File: src/hw/reset_standby_pkg.sv
package reset_standby_pkg;
	// ======================================
	// register map (byte address in word space)
	localparam logic [15:0] standby_mode_control_addr = 16'hff8f;
	localparam int unsigned drive_bit = 0;
	localparam int unsigned bank_swap_bit = 1;
	localparam int unsigned mode_lo_bit = 2;
	localparam logic [1:0] mode_reset = 2'h0;
	localparam logic drive_reset = 1'b0;
	localparam logic [15:0] start_address = 16'h0000;
	// ======================================
	// timing
	localparam int unsigned reset_min_cycles = 10;
	localparam int unsigned clk_div = 4;
	typedef enum logic [1:0] {
		mode_run = 2'h0,
		mode_stop = 2'h1,
		mode_light_sleep_one = 2'h2,
		mode_light_sleep_two = 2'h3
	} standby_mode_e;
	typedef enum logic [2:0] {
		st_reset = 3'h1,
		st_release = 3'h2,
		st_run = 3'h4
	} seq_state_e;
endpackage

File: src/hw/reset_and_standby_control.sv
`timescale 1ns/1ns
module reset_and_standby_control #(
	parameter int unsigned port_width = 8
) (
	// clock and reset
	input wire logic core_clk_in,
	input wire logic nrst_in,
	// board reset pin, synchronous sample path
	input wire logic reset_pin_n_in,
	// cpu events
	input wire logic bank_swap_instruction_in,
	input wire logic ale_request_in,
	// avalon-mm slave
	input wire logic [15:0] avs_address_in,
	input wire logic avs_read_in,
	input wire logic avs_write_in,
	input wire logic [31:0] avs_writedata_in,
	output logic [31:0] avs_readdata_out,
	output logic avs_waitrequest_out,
	// pins and cpu control
	output logic [port_width-1:0] port_oe_out,
	output logic [port_width-1:0] pullup_en_out,
	output logic read_strobe_pin_out,
	output logic write_strobe_pin_out,
	output logic clk_pin_out,
	output logic ale_pin_out,
	output logic cpu_reset_out,
	output logic [15:0] pc_load_out,
	output logic interrupt_enable_flag_clr_out,
	output logic [1:0] standby_mode_out,
	output logic stop_drive_out
);
	import reset_standby_pkg::*;

	initial begin
		if (port_width < 1) $error("port_width must be positive");
	end

	// ======================================
	// reset pin synchroniser and low-time filter
	logic sync1_reg, sync2_reg;
	always_ff @(posedge core_clk_in or negedge nrst_in) begin
		if (!nrst_in) begin
			sync1_reg <= 1'b0;
			sync2_reg <= 1'b0;
		end else begin
			sync1_reg <= reset_pin_n_in;
			sync2_reg <= sync1_reg;
		end
	end

	// short glitches below the minimum low time are ignored
	logic [3:0] low_cnt_reg;
	logic reset_accept;
	assign reset_accept = (low_cnt_reg >= 4'(reset_min_cycles - 1)) &&
		!sync2_reg;
	always_ff @(posedge core_clk_in or negedge nrst_in) begin
		if (!nrst_in) begin
			low_cnt_reg <= 4'h0;
		end else if (sync2_reg) begin
			low_cnt_reg <= 4'h0;
		end else if (low_cnt_reg != 4'hf) begin
			low_cnt_reg <= low_cnt_reg + 4'h1;
		end
	end

	// ======================================
	// sequencer
	seq_state_e state_reg, state_next;
	always_comb begin
		state_next = state_reg;
		case (state_reg)
			st_reset: begin
				if (sync2_reg) state_next = st_release;
			end
			st_release: begin
				state_next = st_run;
			end
			st_run: begin
				if (reset_accept) state_next = st_reset;
			end
			default: state_next = st_reset;
		endcase
	end
	always_ff @(posedge core_clk_in or negedge nrst_in) begin
		if (!nrst_in) state_reg <= st_reset;
		else state_reg <= state_next;
	end

	logic in_reset;
	assign in_reset = (state_next == st_reset);

	always_ff @(posedge core_clk_in or negedge nrst_in) begin
		if (!nrst_in) begin
			cpu_reset_out <= 1'b1;
			pc_load_out <= start_address;
			interrupt_enable_flag_clr_out <= 1'b1;
			port_oe_out <= '0;
			pullup_en_out <= '1;
		end else begin
			// only pc and enable flag are forced; other cpu state is kept
			cpu_reset_out <= in_reset;
			pc_load_out <= start_address;
			interrupt_enable_flag_clr_out <= in_reset;
			if (in_reset) begin
				port_oe_out <= '0;
				pullup_en_out <= '1;
			end else begin
				// outside reset direction is still forced here; keep inputs in every mode
				port_oe_out <= (standby_mode_out == mode_stop &&
					!stop_drive_out) ? '0 : '0;
				pullup_en_out <= '1;
			end
		end
	end

	// ======================================
	// clock output divider and address latch strobe
	logic [1:0] div_reg;
	always_ff @(posedge core_clk_in or negedge nrst_in) begin
		if (!nrst_in) div_reg <= 2'h0;
		else if (in_reset) div_reg <= 2'h0;
		else div_reg <= div_reg + 2'h1;
	end

	always_ff @(posedge core_clk_in or negedge nrst_in) begin
		if (!nrst_in) begin
			clk_pin_out <= 1'b1;
			read_strobe_pin_out <= 1'b1;
			write_strobe_pin_out <= 1'b1;
			ale_pin_out <= 1'b0;
		end else if (in_reset) begin
			clk_pin_out <= 1'b1;
			read_strobe_pin_out <= 1'b1;
			write_strobe_pin_out <= 1'b1;
			ale_pin_out <= 1'b0;
		end else begin
			// high for two, low for two: a quarter of the input rate
			clk_pin_out <= (div_reg < 2'(clk_div / 2));
			read_strobe_pin_out <= 1'b1;
			write_strobe_pin_out <= 1'b1;
			// strobe follows the request, registered one cycle later
			ale_pin_out <= ale_request_in;
		end
	end

	// ======================================
	// standby mode control register
	logic sel;
	assign sel = (avs_address_in == standby_mode_control_addr);
	logic wr_hit;
	assign wr_hit = avs_write_in && sel && avs_waitrequest_out == 1'b0;

	always_ff @(posedge core_clk_in or negedge nrst_in) begin
		if (!nrst_in) begin
			standby_mode_out <= mode_reset;
			stop_drive_out <= drive_reset;
		end else if (in_reset) begin
			standby_mode_out <= mode_reset;
			stop_drive_out <= drive_reset;
		end else if (wr_hit) begin
			standby_mode_out <= avs_writedata_in[mode_lo_bit +: 2];
			stop_drive_out <= avs_writedata_in[drive_bit];
		end
	end

	// value after reset is left as it was; zero after power-up only
	logic bank_swap_flag_reg;
	always_ff @(posedge core_clk_in or negedge nrst_in) begin
		if (!nrst_in) bank_swap_flag_reg <= 1'b0;
		else if (bank_swap_instruction_in)
			bank_swap_flag_reg <= !bank_swap_flag_reg;
	end

	// one wait cycle per access: request taken on second edge
	logic ack_reg;
	always_ff @(posedge core_clk_in or negedge nrst_in) begin
		if (!nrst_in) begin
			ack_reg <= 1'b0;
			avs_waitrequest_out <= 1'b1;
			avs_readdata_out <= 32'h0;
		end else begin
			ack_reg <= (avs_read_in || avs_write_in) && !ack_reg;
			avs_waitrequest_out <= !((avs_read_in || avs_write_in) &&
				!ack_reg);
			if (avs_read_in && sel && !ack_reg)
				avs_readdata_out <= {28'h0, standby_mode_out,
					bank_swap_flag_reg, stop_drive_out};
			else
				avs_readdata_out <= 32'h0;
		end
	end
endmodule // reset_and_standby_control

File: config.mk
export PLATFORM = sky130hd
export DESIGN_NAME = reset_and_standby_control
export DESIGN_NICKNAME = d
export VERILOG_FILES = /design/src/hw/reset_standby_pkg.sv /design/src/hw/reset_and_standby_control.sv
export SDC_FILE = /design/constraint.sdc
export NUM_CORES = 1
export LEC_CHECK = 0
export BUFFER_PORTS_ARGS = -buffer_cell sky130_fd_sc_hd__buf_2
export CORE_MARGIN = 2
export CORE_UTILIZATION = 40
export CTS_CLUSTER_DIAMETER = 50
export DETAILED_ROUTE_END_ITERATION = 7
export PLACE_DENSITY = 0.95
export SETUP_SLACK_MARGIN = 0.05
export SLEW_MARGIN = 20
export SYNTH_ARGS = -nofsm -noshare
export SYNTH_HDL_FRONTEND = slang
export SYNTH_SLANG_ARGS = --single-unit
File: constraint.sdc
create_clock -name core_clk_in -period 3.3 [get_ports core_clk_in]
set_clock_uncertainty 0.05 [all_clocks]
set_input_delay 0.33 -clock core_clk_in [delete_from_list [all_inputs] [get_ports core_clk_in]]
set_output_delay 0.33 -clock core_clk_in [all_outputs]
set_load 0.05 [all_outputs]
==> impl_metrics.tcl <==
set metrics [dict create \
    fin_nets 249 \
    cts_resized 0 \
    grt_overflow_total 0 \
    final_antenna_net_count 0 \
    min_path_cells 1 \
    ctsHoldBuffers 1 \
    hold_class "in2reg" \
    num_io_pins 129 \
    clock_latency_ps 270 \
    fillCellCount 366 \
    worstPathMaxFanout 8 \
    cts_tree "yes" \
    cp.arrival_ps 2210 \
    irDropWorstVdd_mv 0.177 \
    io_buffers 37 \
    combPwrFrac_pct 37.8 \
    ys_seq_area_share_pct 41.0 \
    clkTransAtPathRegs_ps 80 \
    p_seq_share_pct 41.4 \
    slew_headroom_pct 56.1 \
    fin_area_sq_um 1540 \
    swShare_pct 43.6 \
    cts.root.buffer_cell "clkbuf_8" \
    via_per_inst 3.92 \
    area_delta_synth_final_pct 4.24 \
    postCtsSetupRepairBufs 0 \
    grt_max_degree 25 \
    syn_inst 151 \
    fp.dieW_um 64.8 \
    via_count 933 \
    grt_pass1_wl_um 3480 \
    fp-row-count 22 \
    netlist_area_sq_um 1480 \
    hp-start "reset_pin_n_in" \
    leakagePower_nw 0.841 \
    design.core.area_sq_um 3610 \
    p_int_w 0.000533 \
    cp.required_ps 3440 \
    worst_pin_slew_ps 656 \
    clock.fmax_ghz 0.485 \
    startpoint_type "flop" \
    drv_slew 0 \
    yosysWarnings 0 \
    path_class "reg2reg" \
    initialDrtViolationCount 78 \
    first_global_vias 813 \
    postPlaceCellArea_sq_um 1470 \
    status "complete, no violations" \
    reg2regPathDepth 5 \
    worst_r2r_endpoint "clk_pin_out" \
    powerDensity_nw_per_um2 614 \
    cts_buffer_depth 2 \
    rsz0062_at_grt "false" \
    r2r-start "low_cnt_reg[0]" \
    dp_hpwl_um 1750 \
    grt_use_total_pct 10.6 \
    drc_errors 0 \
    cts_htree_levels 1 \
    cts_made_buffers 3 \
    finalHoldViolCount 0 \
    start_util_pct 40.9 \
    cts.sinks 24 \
    dieArea_sq_um 4190 \
    avgSynthCellArea_sq_um 9.78 \
    n_antenna_cell 0 \
    gp_congestion 0.695 \
    drive_above_1_share_pct 26.8 \
    crit_path_end_kind "flop" \
    synth_seq_cells 24 \
    antenna_found_initial 0 \
    maxCapViolations 0 \
    layout_min_cycle_time_ps 2060 \
    switchingPower_w 0.000412 \
    whs_endpoint "sync1_reg" \
    p_clk_share_pct 20.7 \
    setup_viol 0 \
    die_h_um 64.8 \
    reg2reg_setup_slack_ps 1240 \
    period_share_pct 62.5 \
    routedWlPerCell_um 8.90 \
    wirelength_um 2120 \
    synth_cell_type_count 29 \
    tns_ps 0 \
    dr.pass1.iters 3 \
]
cell usage in the layout (no fill, tap or decap):
master and count:
conb_1 62, buf_2 37, dfrtp_1 20, nor2_1 9, inv_1 6, nand3_1 5
and2_1 4, dfstp_2 4, clkbuf_8 4, nor3_1 3, nand4_1 3, o21ai_0 3
a21oi_1 3, ha_1 3, nand2_1 2, a31oi_1 2, nor2b_1 2, a2bb2oi_1 2
mux2i_1 2, or2_2 2, xnor2_1 2, mux2_2 1, or3b_2 1, or4b_1 1
or4_4 1, nor3b_2 1, nor4_1 1, nand2b_1 1, nor3b_1 1, xor2_1 1
dlygate4sd3_1 1
Yosys cell counts:
master / count / share of area (%)
nor3b_2: 1 / 0.85
nor2b_1: 2 / 0.85
nand3_1: 5 / 1.7
xnor2_1: 2 / 1.2
xor2_1: 1 / 0.59
and2_1: 4 / 1.7
nand4_1: 3 / 1.3
nor3b_1: 1 / 0.51
mux2i_1: 2 / 1.4
inv_1: 6 / 1.5
or2_2: 2 / 0.85
buf_4: 63 / 32
dfstp_2: 4 / 7.1
nor4_1: 1 / 0.42
nor2_1: 9 / 2.3
mux2_2: 1 / 0.76
o21ai_0: 3 / 1.0
dfrtp_1: 20 / 34
a21oi_1: 3 / 1.0
or4b_1: 1 / 0.68
nand2_1: 2 / 0.51
ha_1: 3 / 2.5
or4_4: 1 / 0.76
nor3_1: 3 / 1.0
or3b_2: 1 / 0.59
a31oi_1: 2 / 0.85
conb_1: 2 / 0.51
a2bb2oi_1: 2 / 1.2
nand2b_1: 1 / 0.42
cells by family after synthesis:
family                   after synthesis  synth area share (%)
buffers and inverters                 69                  33.6
AND/OR/NAND/NOR                       37                  14.4
flip-flops                            24                  41.0
AO/OA/AOI/OAI                         10                  4.07
adder cells (fa/ha/maj)                3                  2.54
XOR/XNOR                               3                  1.78
multiplexers                           3                  2.12
other                                  2                 0.509
per-layer routing:
metal	vias up	part of all wire, %	global-route usage (%)
met3	5	10	3.65
met4	0	1.3	3.99
met1	438	36	11.4
met2	47	53	19.2
li1	443	-	-
met5	-	0	0
worst max-delay path, cell delays in order (launching register included):
cell,delay (ps)
dfrtp_1,450
ha_1,220
or3b_2,440
a31oi_1,260
a2bb2oi_1,240
or2_2,330
how the worst max path moves through the flow:
stage             endpoint           start  cells after the start  slack, ps
2_1_floorplan  clk_pin_out  low_cnt_reg[0]                      5       1420
3_3_place_gp   clk_pin_out  low_cnt_reg[0]                      5       1250
3_5_place_dp   clk_pin_out  low_cnt_reg[1]                      6       1240
4_1_cts        clk_pin_out  low_cnt_reg[0]                      5       1210
5_1_grt        clk_pin_out  low_cnt_reg[1]                      6       1100
6_report       clk_pin_out  low_cnt_reg[0]                      5       1240
through the flow:
step / hold slack [ps] / total power (W) / utilization (%) / instances / setup WS (ps)
floorplan: -15.6 / 0.000760 / - / 211 / 1420
global placement: 272 / 0.000748 / 40.9 / 233 / 1250
detailed placement: 278 / 0.000754 / 40.9 / 233 / 1240
CTS: 106 / 0.000951 / 42.7 / 238 / 1210
global route: 98.0 / 0.000993 / 42.7 / 238 / 1100
finish: 110 / 0.000945 / 42.7 / 238 / 1240
power groups by stage:
stage	sequential (W)	clock, W	combinational (W)
after floorplan	0.000438	0	0.000322
after global placement	0.000395	0	0.000353
after detailed placement	0.000396	0	0.000359
after CTS	0.000391	0.000200	0.000359
after global routing	0.000397	0.000216	0.000380
final	0.000392	0.000196	0.000358
area by class of cell:
cell class	count	area [sq um]	area share (%)
repair buffers	38	195	12.7
multi-input cells	118	601	39.0
well taps	48	60.1	3.90
flip-flops and latches	24	606	39.3
clock buffers	4	55.1	3.58
inverters	6	22.5	1.46
Note: power is estimated with default switching activity, not from simulation.
